===== src/hdl/owc_consts.svh =====
// Constants for the oscillator warm-up counter.
// Assumes inclusion by bare name from files under hdl/.
`ifndef OWC_CONSTS_SVH
`define OWC_CONSTS_SVH
`define OWC_CNT_W        16
`define OWC_BYTE_W       8
`define OWC_CNT_RST      16'h0000
`define OWC_THR_MIN      16'h0100
`define OWC_THR_MAX      16'hFF00
`define OWC_CLK_NS       20
`define OWC_SYNC_STAGES  2
`endif


===== src/hdl/owc_pkg.sv =====
// Types for the oscillator warm-up counter.
// Assumes owc_consts.svh sits beside it.
`include "owc_consts.svh"
package owc_pkg;
   typedef enum logic [1:0] {
      OWC_IDLE  = 2'b00,
      OWC_COUNT = 2'b01,
      OWC_MATCH = 2'b10
   } owc_state_t;
   typedef enum logic {
      OWC_VAR_TO_SLOW = 1'b0,
      OWC_VAR_TO_FAST = 1'b1
   } owc_variant_t;
endpackage : owc_pkg


===== src/hdl/owc_warmup.sv =====
// Warm-up counter: two cascaded 8-bit counters as one 16-bit up-counter.
// Assumes software drives control bits on clk_in; count source ticks are pins.
`timescale 1ns/1ns
`include "owc_consts.svh"
module owc_warmup
   import owc_pkg::*;
(
   input  wire logic                    clk_in,
   input  wire logic                    arst_n_in,
   input  wire logic                    ce_in,
   input  wire logic                    upper_timer_start_bit_in,
   input  wire logic                    variant_to_fast_in,
   input  wire logic [`OWC_BYTE_W-1:0]  threshold_high_byte_in,
   input  wire logic [`OWC_BYTE_W-1:0]  threshold_low_byte_in,
   input  wire logic                    upper_timer_flipflop_initial_in,
   input  wire logic                    lower_timer_flipflop_initial_in,
   input  wire logic                    slow_tick_in,
   input  wire logic                    fast_tick_in,
   output logic                         upper_timer_interrupt_out,
   output logic [`OWC_CNT_W-1:0]        count_out,
   output logic                         running_out,
   output logic                         pulse_pins_out
);
   logic                    slow_rise;
   logic                    fast_rise;
   logic                    tick;
   logic [`OWC_BYTE_W-1:0]  low_q;
   logic [`OWC_BYTE_W-1:0]  high_q;
   logic                    hit;
   owc_state_t              state_q;

   // Upper byte of the threshold against the upper counter byte only
   function automatic logic upper_match(input logic [`OWC_BYTE_W-1:0] cnt_hi,
                                        input logic [`OWC_BYTE_W-1:0] thr_hi);
      upper_match = (cnt_hi == thr_hi);
   endfunction : upper_match

   owc_tick_sync u_slow (
      .clk_in    (clk_in),
      .arst_n_in (arst_n_in),
      .ce_in     (ce_in),
      .async_in  (slow_tick_in),
      .rise_out  (slow_rise)
   );
   owc_tick_sync u_fast (
      .clk_in    (clk_in),
      .arst_n_in (arst_n_in),
      .ce_in     (ce_in),
      .async_in  (fast_tick_in),
      .rise_out  (fast_rise)
   );

   // Source select by variant; tick period sets warm-up time
   assign tick = (variant_to_fast_in == OWC_VAR_TO_FAST) ? fast_rise : slow_rise;
   // Low threshold byte deliberately unused; lower counter byte still counts
   assign hit = upper_match(high_q, threshold_high_byte_in) && (low_q == 8'h00)
                && (high_q != 8'h00);

   // Run/match sequencing; stop bit wins at once
   always_ff @(posedge clk_in or negedge arst_n_in) begin
      if (!arst_n_in) begin
         state_q <= OWC_IDLE;
      end else if (ce_in) begin
         case (state_q)
            OWC_IDLE: begin
               if (upper_timer_start_bit_in) begin
                  state_q <= OWC_COUNT;
               end
            end
            OWC_COUNT: begin
               if (!upper_timer_start_bit_in) begin
                  state_q <= OWC_IDLE;
               end else if (hit) begin
                  state_q <= OWC_MATCH;
               end
            end
            OWC_MATCH: begin
               state_q <= upper_timer_start_bit_in ? OWC_COUNT : OWC_IDLE;
            end
            default: begin
               state_q <= OWC_IDLE;
            end
         endcase
      end
   end

   // Cascaded counters: carry from low byte into high byte
   always_ff @(posedge clk_in or negedge arst_n_in) begin
      if (!arst_n_in) begin
         low_q  <= 8'h00;
         high_q <= 8'h00;
      end else if (ce_in) begin
         if (state_q == OWC_MATCH) begin
            low_q  <= 8'h00;
            high_q <= 8'h00;
         end else if (state_q == OWC_COUNT && upper_timer_start_bit_in && tick && !hit) begin
            low_q <= low_q + 8'h01;
            if (low_q == 8'hFF) begin
               high_q <= high_q + 8'h01;
            end
         end
      end
   end

   // One-cycle interrupt pulse on match, none once stopped
   always_ff @(posedge clk_in or negedge arst_n_in) begin
      if (!arst_n_in) begin
         upper_timer_interrupt_out <= 1'b0;
      end else if (ce_in) begin
         upper_timer_interrupt_out <= (state_q == OWC_COUNT) && upper_timer_start_bit_in && hit;
      end
   end

   // Status outputs registered
   always_ff @(posedge clk_in or negedge arst_n_in) begin
      if (!arst_n_in) begin
         count_out      <= `OWC_CNT_RST;
         running_out    <= 1'b0;
         pulse_pins_out <= 1'b0;
      end else if (ce_in) begin
         count_out   <= {high_q, low_q};
         running_out <= (state_q != OWC_IDLE);
         // Pins stay quiet only if software holds both initial bits low
         pulse_pins_out <= upper_timer_flipflop_initial_in | lower_timer_flipflop_initial_in;
      end
   end
endmodule : owc_warmup


===== src/hdl/owc_tick_sync.sv =====
// Two-stage synchroniser plus rising-edge detect for the count source tick.
// Assumes the tick is a slow pin-level clock foreign to clk_in.
`timescale 1ns/1ns
module owc_tick_sync (
   input  wire logic clk_in,
   input  wire logic arst_n_in,
   input  wire logic ce_in,
   input  wire logic async_in,
   output logic      rise_out
);
   logic meta_q;
   logic sync_q;
   logic last_q;

   // Only sync_q reads meta_q
   always_ff @(posedge clk_in or negedge arst_n_in) begin
      if (!arst_n_in) begin
         meta_q <= 1'b0;
         sync_q <= 1'b0;
         last_q <= 1'b0;
         rise_out <= 1'b0;
      end else if (ce_in) begin
         meta_q <= async_in;
         sync_q <= meta_q;
         last_q <= sync_q;
         rise_out <= sync_q & ~last_q;
      end
   end
endmodule : owc_tick_sync


===== config.mk =====
export PLATFORM = sky130hd
export DESIGN_NAME = owc_warmup
export DESIGN_NICKNAME = d
export VERILOG_FILES = /design/src/hdl/owc_pkg.sv /design/src/hdl/owc_warmup.sv /design/src/hdl/owc_tick_sync.sv
export VERILOG_INCLUDE_DIRS = /design/src /design/src/hdl
export SDC_FILE = /design/constraint.sdc
export NUM_CORES = 1
export LEC_CHECK = 0
export ABC_AREA = 1
export BUFFER_PORTS_ARGS = -buffer_cell sky130_fd_sc_hd__buf_2
export CAP_MARGIN = 5
export CORE_UTILIZATION = 59
export CTS_CLUSTER_DIAMETER = 80
export DETAILED_ROUTE_END_ITERATION = 8
export GPL_TIMING_DRIVEN = 0
export PLACE_DENSITY = 0.81
export SLEW_MARGIN = 20
export SYNTH_ARGS = -nofsm -noshare
export SYNTH_HDL_FRONTEND = slang
export SYNTH_SLANG_ARGS = --single-unit
export TNS_END_PERCENT = 50

===== constraint.sdc =====
create_clock -name clk_in -period 3.31 [get_ports clk_in]
set_clock_uncertainty 0.1 [all_clocks]
set_input_delay 0.331 -clock clk_in [delete_from_list [all_inputs] [get_ports clk_in]]
set_output_delay 0.331 -clock clk_in [all_outputs]
set_load 0.02 [all_outputs]

-- Word level (Yosys, flattened, before mapping)
Cells that the tools add are included.
Widths: inputs -> output; s select.
- shift operators: 0
- bitwise operators: 5
- $add $sub $neg: 2
- divide/modulo/power cells: 0
- muxes and demuxes: 11
- magnitude comparators: 0
- multipliers: 0
- reductions and logical operators: 16
- equality and inequality tests: 6
- operators with widths (operator ; number):
    $mux 8 ; 5
    $add 8x1->8 const B ; 2
    $eq 8x8->1 ; 1
    $eq 8x8->1 const B ; 1
    $logic_not 8->1 ; 1
    $reduce_bool 8->1 ; 1
    $logic_and 1x1->1 ; 6
    $mux 2 ; 3
    $pmux 2 s3 ; 1
    $reduce_and 3->1 ; 2
    $reduce_bool 2->1 ; 3
    $ne 3x3->1 const B ; 1
    $and 1x1->1 ; 2
    $eq 2x1->1 const B ; 1
    $eq 2x2->1 const B ; 1
    $logic_not 2->1 ; 1
    $mux 1 ; 2
    $ne 2x2->1 const B ; 1
    $not 1->1 ; 2
    $reduce_and 2->1 ; 1
    $logic_not 1->1 ; 1
    $or 1x1->1 ; 1
- output and inout bits: 19
- memories: 0
- ROM bits: 0
- bits in latches: 0
- bits in writable memories: 0
- bits of input ports: 25
- register bits: 45

-- Longest topological paths before layout
Gate-level depths: netlist (run 1).
- depth in word-level cells: 7
- depth in mapped cells: 13
- depth with buffers taken out: 12

-- Modules after synthesis
A second synthesis (run 1) with hierarchy kept.
- cell total of the unflattened synthesis: 284
- area, all modules: 2393.5 µm²
- modules (own cells, without submodules) (module ; sequential area each (µm²) ; cells an instance ; area each (µm²) ; instances):
    owc_warmup ; 925.9 ; 250 ; 2090.8 ; 1
    owc_tick_sync ; 100.1 ; 17 ; 151.4 ; 2

-- Least setup slack after synthesis (run 1)
No wires, ideal clock.
- path kind: register to register
- start: reg low_q[0]
- end: reg low_q[6]
- arrival time: 1485 ps
- period minus slack after synthesis: 1659 ps
- stages on the path, launching flop included: 14
- library setup time: 74 ps
- buffers on the path: 1
- required time: 3136 ps
- path slack: 1651 ps
- cells stage by stage: dfrtp_1 -> inv_1 -> ha_1 -> nand2_1 -> nor2_1 -> nand2_1 -> nor2_2 -> nand3_2 -> nand2_2 -> nand2_4 -> nand2_4 -> buf_8 -> nand2_1 -> o21ai_2
- longest elaborated chain between the ends: 7
- elaborated cells between the ends (all ways): 10
- classes of those cells: add/sub (1); mux (2); reduce/logical (7)
- ends and longest elaborated chain (element ; RTL line ; RTL):
    from (decl) ; owc_warmup.sv:27 ; logic [`OWC_BYTE_W-1:0] low_q;
    from (signal assigned) ; owc_warmup.sv:97 ; low_q <= low_q + 8'h01;
    parallel branches: the longest is 7 deep, another holds $add 8x1->8 ; - ;
Several ways; the timed one is not identified. The select of a mux whose other input is x is not followed.
A chain may end at the register's enable or synchronous reset.

-- Final worst setup path (run 1)
- start: reg low_q[1]
- end: reg high_q[5]
- longest elaborated chain between the ends: 7
- elaborated cells between the ends (all ways): 9
- classes of those cells: eq/ne (1); reduce/logical (8)
- ends and longest elaborated chain (element ; RTL line ; RTL):
    $logic_not 8->1 ; owc_warmup.sv:56 ; assign hit = upper_match(high_q, threshold_high_byte_in) && (low_q == 8'h00)
    $logic_and 1x1->1 ; owc_warmup.sv:56 ;
    $logic_and 1x1->1 ; owc_warmup.sv:57 ; && (high_q != 8'h00);
    $logic_not 1->1 ; owc_warmup.sv:96 ; end else if (state_q == OWC_COUNT && upper_timer_start_bit_in && tick && !hit) begin
    $logic_and 1x1->1 ; owc_warmup.sv:96 ;
    $reduce_bool 2->1 (no line) ; - ;
    $reduce_and 3->1 (no line) * ; - ;
    to (signal assigned) ; owc_warmup.sv:99 ; high_q <= high_q + 8'h01;
    to (decl) ; owc_warmup.sv:28 ; logic [`OWC_BYTE_W-1:0] high_q;
Mark *: on every way between the ends. The rest lies on a longest branch, timed or not.

==> results of run 1 <==
-- logic make-up after synthesis --
group / share of synthesized area
and+or+nand+nor: 0.278
DFF: 0.486
xor gates and xnor gates: 0.0227
buffers and inverters: 0.0880
adders and majority gates: 0.0216
AOI/OAI and AO/OA: 0.104
-- per-layer routing --
metal,vias up,track usage
met4,0,0.108
met2,58,0.445
li1,987,-
met3,7,0.0616
met1,971,0.334
met5,-,0
-- placed cells by master (no fill, tap or decap), drive strengths merged, types with 2 or more instances in the layout --
cell,synthesis,routed
a21oi,6,6
buf,9,43
clkbuf,5,12
dfrtp,45,45
ha,4,4
inv,27,27
nand2,93,93
nand3,11,11
nand3b,2,2
nand4,10,10
nor2,21,21
nor3,8,8
o21ai,33,33
xnor2,6,6
-- report_power, final --
part	internal, uW	leakage [uW]	switching [uW]
logic	149	0.000727	259
registers	652	0.000588	75.6
clock network	246	0.0000585	182
-- state kept, by name, summed over array words and instances, names as in the netlist --
name,count
low_q,8
pulse_pins_out,1
count_out,16
u_fast.meta_q,1
upper_timer_interrupt_out,1
running_out,1
high_q,8
u_slow.meta_q,1
u_slow.last_q,1
u_fast.last_q,1
u_fast.rise_out,1
u_slow.rise_out,1
state_q,2
u_fast.sync_q,1
u_slow.sync_q,1
-- metrics by stage --
| step | instance area [sq um] | hold WS [ns] |
|---|---|---|
| finish | 2660 | 0.0770 |
| global route | 2660 | 0.151 |
| CTS | 2660 | 0.109 |
| detailed placement | 2550 | 0.348 |
| global placement | 2550 | 0.343 |
| floorplan | 2320 | -0.0646 |
-- worst max-delay path: cells and delay by family, from the launching register on --
family / cells / cell delay (ns)
AOI/OAI and AO/OA: 1 / 0.29
and+or+nand+nor: 6 / 0.81
adders and majority gates: 1 / 0.23
DFF: 1 / 0.40
-- layout make-up --
class	count	area, sq um	area share
clock inverters	1	30.0	0.0113
repair buffers	34	170	0.0639
flip-flops and latches	45	1130	0.423
clock buffers	7	86.3	0.0324
inverters	27	101	0.0380
plain buffers	14	103	0.0385
multi-input cells	198	987	0.371
well taps	48	60.1	0.0225
-- how the worst min path moves through the flow --
stage / endpoint / slack [ns] / cells past startpoint
detailed placement: u_slow.rise_out / 0.35 / 1
global route: u_fast.meta_q / 0.15 / 3
finish: pulse_pins_out / 0.08 / 1
floorplan: count_out[0] / -0.06 / 0
global placement: u_slow.rise_out / 0.34 / 1
CTS: pulse_pins_out / 0.11 / 1
==> run summary, run 1 <==
r2r endpoint: high_q[5]
FF+latch count, synth: 45
H-tree levels: 2
EDFF count, synth: 0
Cell Rows: 22
port bufs: 34
crit path time final: 1.93 ns
Max Slew Vio Count: 0
Skew-Pair Late Insertion Delay: 0.30 ns
share of cells above drive strength 1: 0.196
Max Freq: 519 MHz
dpl hpwl: 3390 microns
initial antenna violation count: 0
Worst Setup EP: high_q[5]
Post-Layout Cell Count: 374
Final Cycle Share: 0.582
Synth area leaders: dfrtp_1, nand2_1, o21ai_0, inv_1, nor2_1
vias per cell: 5.41
Unique masters post-synth: 31
peak supply drop: 0.346 mV
CP endpoint kind: flip-flop
CP Class: flip-flop to flip-flop
status: completed
WP data arrival: 2.02 ns
cell count after synthesis: 284
CP max FO: 9
setup tns final: 0 ns
CTS tree: yes
post_cts resized: 0
leakage power total: 0.00137 uW
WL met3: 262 microns
Synth Flop Type: dfrtp_1
asr flop ratio synth: 1.00
Ant. Diodes: 0
clk root buf: clkbuf_8
GPL Wtd Cong: 0.891
sequential area share after synthesis: 0.486
Slew @ Worst Pin: 0.974 ns
layout filler cell count: 309
Max stage delay cell, worst path: dfrtp_1
met2 wire length: 2420 microns
DRC: 0
final core occ: 0.717
die area: 4180 sq um
Crit path required time: 3.40 ns
TritonCTS buffer count: 5
IO Pins: 44
largest net degree at the start of global routing: 46
Worst Hold Class: input pin to asynchronous set/reset pin
postcts setup bufs: 0
crit-path cells: ha_1 > nand4_1 > nor2_1 > nand2_1 > o21ai_4 > nand3_2 > nand2_1 > nand2_1
Final Power: 1560 uW
R2R depth: 8
CP Launch Type: flip-flop
Hold Buf Count CTS: 0
met1 wire length: 2170 microns
Top Layer Used: met4
pre-CTS setup slack: 1.44 ns
Ys Warns: 0
final hold viol count: 0
RR Startpoint: low_q[1]
Synth Area per Inst: 8.16 sq um
Starting DRT DRC Count: 185
RSZ-0062 raised after global routing: false
Die Y-Extent: 64.7 microns
GR Overflow Total: 0
final setup vio count: 0
Worst path most repeated cell: nand2_1
Cells after DPL: 366
top cell type's share of synthesized area: 0.486
via count: 2023
area leader, netlist: dfrtp_1
post-route ant nets: 0
Area Growth Syn to Fin: 15.0%
gr usage total: 0.267
clock-pin slew on the worst setup and hold paths: 0.09 ns
vias in the first global route: 1892
Routed Wire Length: 4940 microns
mapped cell area: 2320 sq um
Reg2Reg Setup Slack: 1.38 ns
DR pass1 iterations: 5
Slew headroom: 0.351
CTS sink cnt: 45
most common cell in the netlist: nand2_1
Initial Utilization: 0.624
NumNets Final: 354
WL per Instance: 13.2 microns
pwr dens: 587 nW/um^2
maximum root-to-sink buffer count: 2
Setup WS post-layout: 1.38 ns
Max Cap Viol: 0
syn_nets: 313
global-route wire length before repair: 8380 microns
Die Wd: 64.7 microns
Worst setup startpoint: low_q[1]
core area: 3720 sq um
largest stage delay on the critical path: 0.40 ns
Commonest cells post-synth: nand2_1, dfrtp_1, o21ai_0
Power figures use the tool's default switching activity.
==> inputs of run 2 (changes only) <==
- CORE_UTILIZATION: 59 -> 49
- PLACE_DENSITY: 0.81 -> 0.72
- clock period: 3.31 -> 1.74 ns (I/O delays scaled with it)
==> run 2 against run 1 <==
The flow now finishes with violations (DRC, setup timing). Register-to-register slack worse by 1.5 ns. Largest power group unchanged. Highest routed layer unchanged. Critical path depth is 1 higher. Final area grew 12%. Critical endpoint is now high_q[7]. Largest cell class unchanged.
==> run summary, run 2 (same netlist as run 1, synthesis figures left out) <==
status: finished with violations
violated checks: DRC, setup timing
TritonCTS buffer count: 5
CP Launch Type: flip-flop
Largest Register: count_out
Worst Hold Class: input pin to flip-flop
Placed Area: 2550 sq um
leading cell type in the layout, fill and taps excluded: nand2_1
final hold viol count: 0
RSZ-0062 raised after global routing: true
CP Class: flip-flop to flip-flop
Max Cap Viol: 0
global-route wire length before repair: 9500 microns
Max Freq: 547 MHz
pre-CTS setup slack: -0.180 ns
Cell Rows: 24
IO Pins: 44
share of cells above drive strength 1: 0.292
Final Cycle Share: 1.05
Die Wd: 70.8 microns
pwr dens: 1040 nW/um^2
setup tns final: -0.989 ns
clock-pin slew on the worst setup and hold paths: 0.09 ns
vias in the first global route: 2079
CP endpoint kind: flip-flop
post-route ant nets: 0
Skew-Pair Late Insertion Delay: 0.30 ns
core area: 4440 sq um
GPL Wtd Cong: 0.802
largest net degree at the start of global routing: 46
Routed Wire Length: 5780 microns
Slew headroom: 0.613
DRC: 10
biggest regs: count_out: 16 flops, high_q: 8 flops, low_q: 8 flops
dpl hpwl: 3570 microns
most frequent cells in the layout: nand2_1, dfrtp_1, buf_2
peak supply drop: 0.809 mV
clk root buf: clkbuf_8
H-tree levels: 2
Largest register FFs: 16
WP data arrival: 1.92 ns
CTS sink cnt: 45
Post-Layout Cell Count: 405
Ant. Diodes: 0
GR Overflow Total: 0
Slew @ Worst Pin: 0.580 ns
Area Growth Syn to Fin: 28.5%
Starting DRT DRC Count: 112
port bufs: 34
Max Slew Vio Count: 0
CTS tree: yes
Die Y-Extent: 70.8 microns
via count: 2135
Initial Utilization: 0.521
die area: 5010 sq um
vias per cell: 5.27
final setup vio count: 16
WL per Instance: 14.3 microns
leakage power total: 0.00152 uW
CP max FO: 8
Cells after DPL: 370
initial antenna violation count: 0
NumNets Final: 381
crit path time final: 1.83 ns
maximum root-to-sink buffer count: 2
final instance area: 2980 sq um
Final Power: 3110 uW
Crit path required time: 1.83 ns
Setup WS post-layout: -0.0866 ns
gr usage total: 0.244
DR pass1 iterations: 7
-- run 2: cell types whose count changed in the layout (fill, tap and decap cells not counted), sizes merged --
cell         previous run  this run
clkinv                  0         3
clkbuf                 12        11
buf                    43        64
bufinv                  1         0
dlygate4sd3             0         5
-- run 2: where the power goes --
group	switching [uW]	total (uW)	internal, uW	leakage (uW)
Clock	369	654	285	0.0000481
Combinational	630	1070	437	0.000885
Sequential	148	1390	1240	0.000588
-- run 2: area by class of cell --
type                    instances  area (sq um)
fillers                       375          1470
flip-flops and latches         45          1130
multi-input cells             198          1070
repair buffers                 61           423
plain buffers                  14           104
inverters                      27           101
clock buffers                   5          68.8
well taps                      52          65.1
clock inverters                 3          22.5
-- run 2: worst paths after layout --
kind / from / endpoint / slack [ns] / cells past startpoint
min in group asynchronous: arst_n_in / u_fast.last_q / 0.31 / 2
max in group asynchronous: arst_n_in / low_q[6] / 0.83 / 2
worst min-delay path: upper_timer_start_bit_in / state_q[0] / 0.04 / 3
worst min register to register: u_slow.last_q / u_slow.rise_out / 0.37 / 1
worst max-delay path: low_q[0] / high_q[7] / -0.09 / 9
worst max register to register: low_q[0] / high_q[7] / -0.09 / 9
-- run 2: worst max-delay path: stages (launching register included) --
cell     delay [ns]
dfrtp_1        0.38
buf_4          0.15
ha_4           0.14
nand4_1        0.16
nor2_1         0.14
nand2_1        0.11
o21ai_4        0.21
nand3_4        0.15
nand2_1        0.11
nand2_1        0.06
-- run 2: timing repair --
action | 4_1_cts | 5_1_grt
endpoints found under the hold margin | 48 | 0
pin swaps | 8 | 7
endpoints found under the setup margin | 16 | 20
gates resized for setup | 18 | 8
buffers inserted | 18 | 4
hold buffers | 5 | 0
gates cloned | 1 | 0
-- run 2: per-stage QoR --
stage / util / hold WS [ns]
global route: 0.670 / 0.0344
global placement: 0.574 / 0.282
CTS: 0.656 / 0.0321
finish: 0.670 / 0.0421
detailed placement: 0.574 / 0.280
floorplan: - / -0.222
-- run 2: metal layers --
metal / wire length [microns] / share of wire / global-route usage
met2: 2880 / 0.50 / 0.426
met4: 110 / 0.019 / 0.0889
met3: 362 / 0.063 / 0.0456
met1: 2420 / 0.42 / 0.303
met5: 0 / 0 / 0
==> inputs of run 3 (changes only) <==
- ABC_AREA: 1 -> not set
==> run 3 against run 2 <==
Critical path depth fell by 2. Count of clock-buffer cells in the layout increased by 1. Cell count is 25% lower. Sequential cell count stayed put. The flow finishes with violations (setup timing). Power is 27% lower. Critical endpoint is now low_q[2]. Clock power down 3.7%. Highest routed layer unchanged. Synthesized area decreased by 6.4%. Combinational power fell by 60%. Via count decreased by 21%.
==> run summary, run 3 <==
status: finished with violations
violated checks: setup timing
Cells after DPL: 287
dpl hpwl: 3040 microns
largest net degree at the start of global routing: 46
Post-Layout Cell Count: 305
EDFF count, synth: 0
core area: 4120 sq um
maximum root-to-sink buffer count: 2
GR Overflow Total: 0
Slew @ Worst Pin: 0.663 ns
initial antenna violation count: 0
top cell type's share of synthesized area: 0.519
post-route ant nets: 0
Hold Worst Slack: 0.00720 ns
Die Y-Extent: 68.5 microns
WL per Instance: 14.8 microns
area leader, netlist: dfrtp_1
DR pass1 iterations: 4
leakage power total: 0.00127 uW
most frequent cells in the layout: dfrtp_1, buf_2, nand2_1
Largest register FFs: 16
FF+latch count, synth: 45
CTS sink cnt: 45
Max Cap Viol: 0
vias in the first global route: 1684
clk root buf: clkbuf_8
Synth Flop Type: dfrtp_1
most common cell in the netlist: dfrtp_1
port bufs: 34
global-route wire length before repair: 7450 microns
H-tree levels: 2
Unique masters post-synth: 35
Final Power: 2280 uW
sequential area share after synthesis: 0.519
CP max FO: 8
share of cells above drive strength 1: 0.404
final hold viol count: 0
Commonest cells post-synth: dfrtp_1, nand2_1, mux2_2
biggest regs: count_out: 16 flops, high_q: 8 flops, low_q: 8 flops
CP endpoint kind: flip-flop
Cell Rows: 23
crit path time final: 2.12 ns
Final Cycle Share: 1.22
hold depth: 2
Synth Area per Inst: 10.7 sq um
Routed Wire Length: 4520 microns
Crit path required time: 1.83 ns
Area Growth Syn to Fin: 22.7%
CP Launch Type: flip-flop
Max Freq: 472 MHz
clock-pin slew on the worst setup and hold paths: 0.09 ns
NumNets Final: 283
Synth area leaders: dfrtp_1, mux2_2, o21ai_0, nand2_1, xnor2_1
DRC: 0
Die Wd: 68.5 microns
CTS tree: yes
vias per cell: 5.54
pwr dens: 856 nW/um^2
Starting DRT DRC Count: 92
GPL Wtd Cong: 0.784
RSZ-0062 raised after global routing: true
asr flop ratio synth: 1.00
Max Slew Vio Count: 0
Initial Utilization: 0.527
Worst Hold Class: input pin to flip-flop
syn_nets: 232
Slew headroom: 0.556
cell count after synthesis: 203
mapped cell area: 2170 sq um
R2R depth: 7
die area: 4690 sq um
IO Pins: 44
Ant. Diodes: 0
Setup WS post-layout: -0.379 ns
Ys Warns: 0
leading cell type in the layout, fill and taps excluded: dfrtp_1
CP Class: flip-flop to flip-flop
peak supply drop: 0.626 mV
WP data arrival: 2.21 ns
TritonCTS buffer count: 5
Skew-Pair Late Insertion Delay: 0.30 ns
gr usage total: 0.221
final setup vio count: 17
via count: 1691
Largest Register: count_out
-- run 3: cell count changes in the layout (fill, tap and decap cells not counted), sizes merged, moves of 10 or more --
cell	change
nand2	-73
mux2	+17
buf	-16
o21ai	-17
nor2	-10
inv	-14
-- run 3: logic make-up after synthesis --
group | count (synthesis) | share of synthesized area
AND/OR/NAND/NOR | 68 | 0.167
flip-flops | 45 | 0.519
AO/OA/AOI/OAI | 39 | 0.125
buffers and inverters | 20 | 0.0352
multiplexers | 19 | 0.0975
XOR/XNOR | 8 | 0.0323
adder cells (fa/ha/maj) | 4 | 0.0231
-- run 3: layout make-up --
| cell class | instances | area [sq um] |
|---|---|---|
| timing repair buffer | 45 | 258 |
| fill | 324 | 1450 |
| inverter | 13 | 48.8 |
| sequential | 45 | 1130 |
| multi-input combinational | 138 | 1050 |
| clock inverter | 2 | 10.0 |
| clock buffer | 6 | 72.6 |
| buffer | 6 | 25.0 |
| tap | 50 | 62.6 |
-- run 3: repair_timing --
action / in CTS / in global routing
setup buffers: 10 / 0
setup endpoints to repair: 19 / 19
hold endpoints to repair: 45 / 0
pin swaps: 13 / 3
hold buffers: 1 / 0
resized for setup: 18 / 5
-- run 3: power breakdown --
group | internal (uW) | total [uW] | switching (uW)
Sequential | 1150 | 1220 | 72.4
Combinational | 196 | 429 | 233
Clock | 279 | 630 | 352
-- run 3: worst paths after layout --
path / start / to / slack, ns
hold / removal: slow_tick_in / u_slow.meta_q / 0.007
max in group asynchronous: arst_n_in / high_q[1] / 0.83
setup reg to reg: high_q[0] / low_q[2] / -0.38
setup / recovery: high_q[0] / low_q[2] / -0.38
hold reg to reg: u_slow.last_q / u_slow.rise_out / 0.36
min in group asynchronous: arst_n_in / high_q[7] / 0.30
-- run 3: metal layers --
metal  track usage  up-vias  share of wire
li1              -      817              -
met1         0.285      823           0.47
met3        0.0609       11          0.041
met5             0        -              0
met2         0.343       40           0.46
met4         0.109        0          0.024
-- run 3: per-stage QoR --
step	cell area [sq um]	worst slack (ns)	TNS (ns)	util
2_1_floorplan	2180	-0.191	-1.65	-
6_report	2660	-0.379	-4.52	0.647
5_1_grt	2660	-0.441	-5.93	0.647
4_1_cts	2650	-0.372	-4.33	0.643
3_5_place_dp	2410	-0.486	-5.10	0.585
3_3_place_gp	2410	-0.397	-4.62	0.585
-- run 3: critical path: stages (launching register included) --
cell,delay [ns]
dfrtp_2,0.45
inv_2,0.09
ha_4,0.11
or4b_4,0.46
nor4_4,0.26
or4_4,0.21
a22oi_4,0.09
o22a_2,0.24
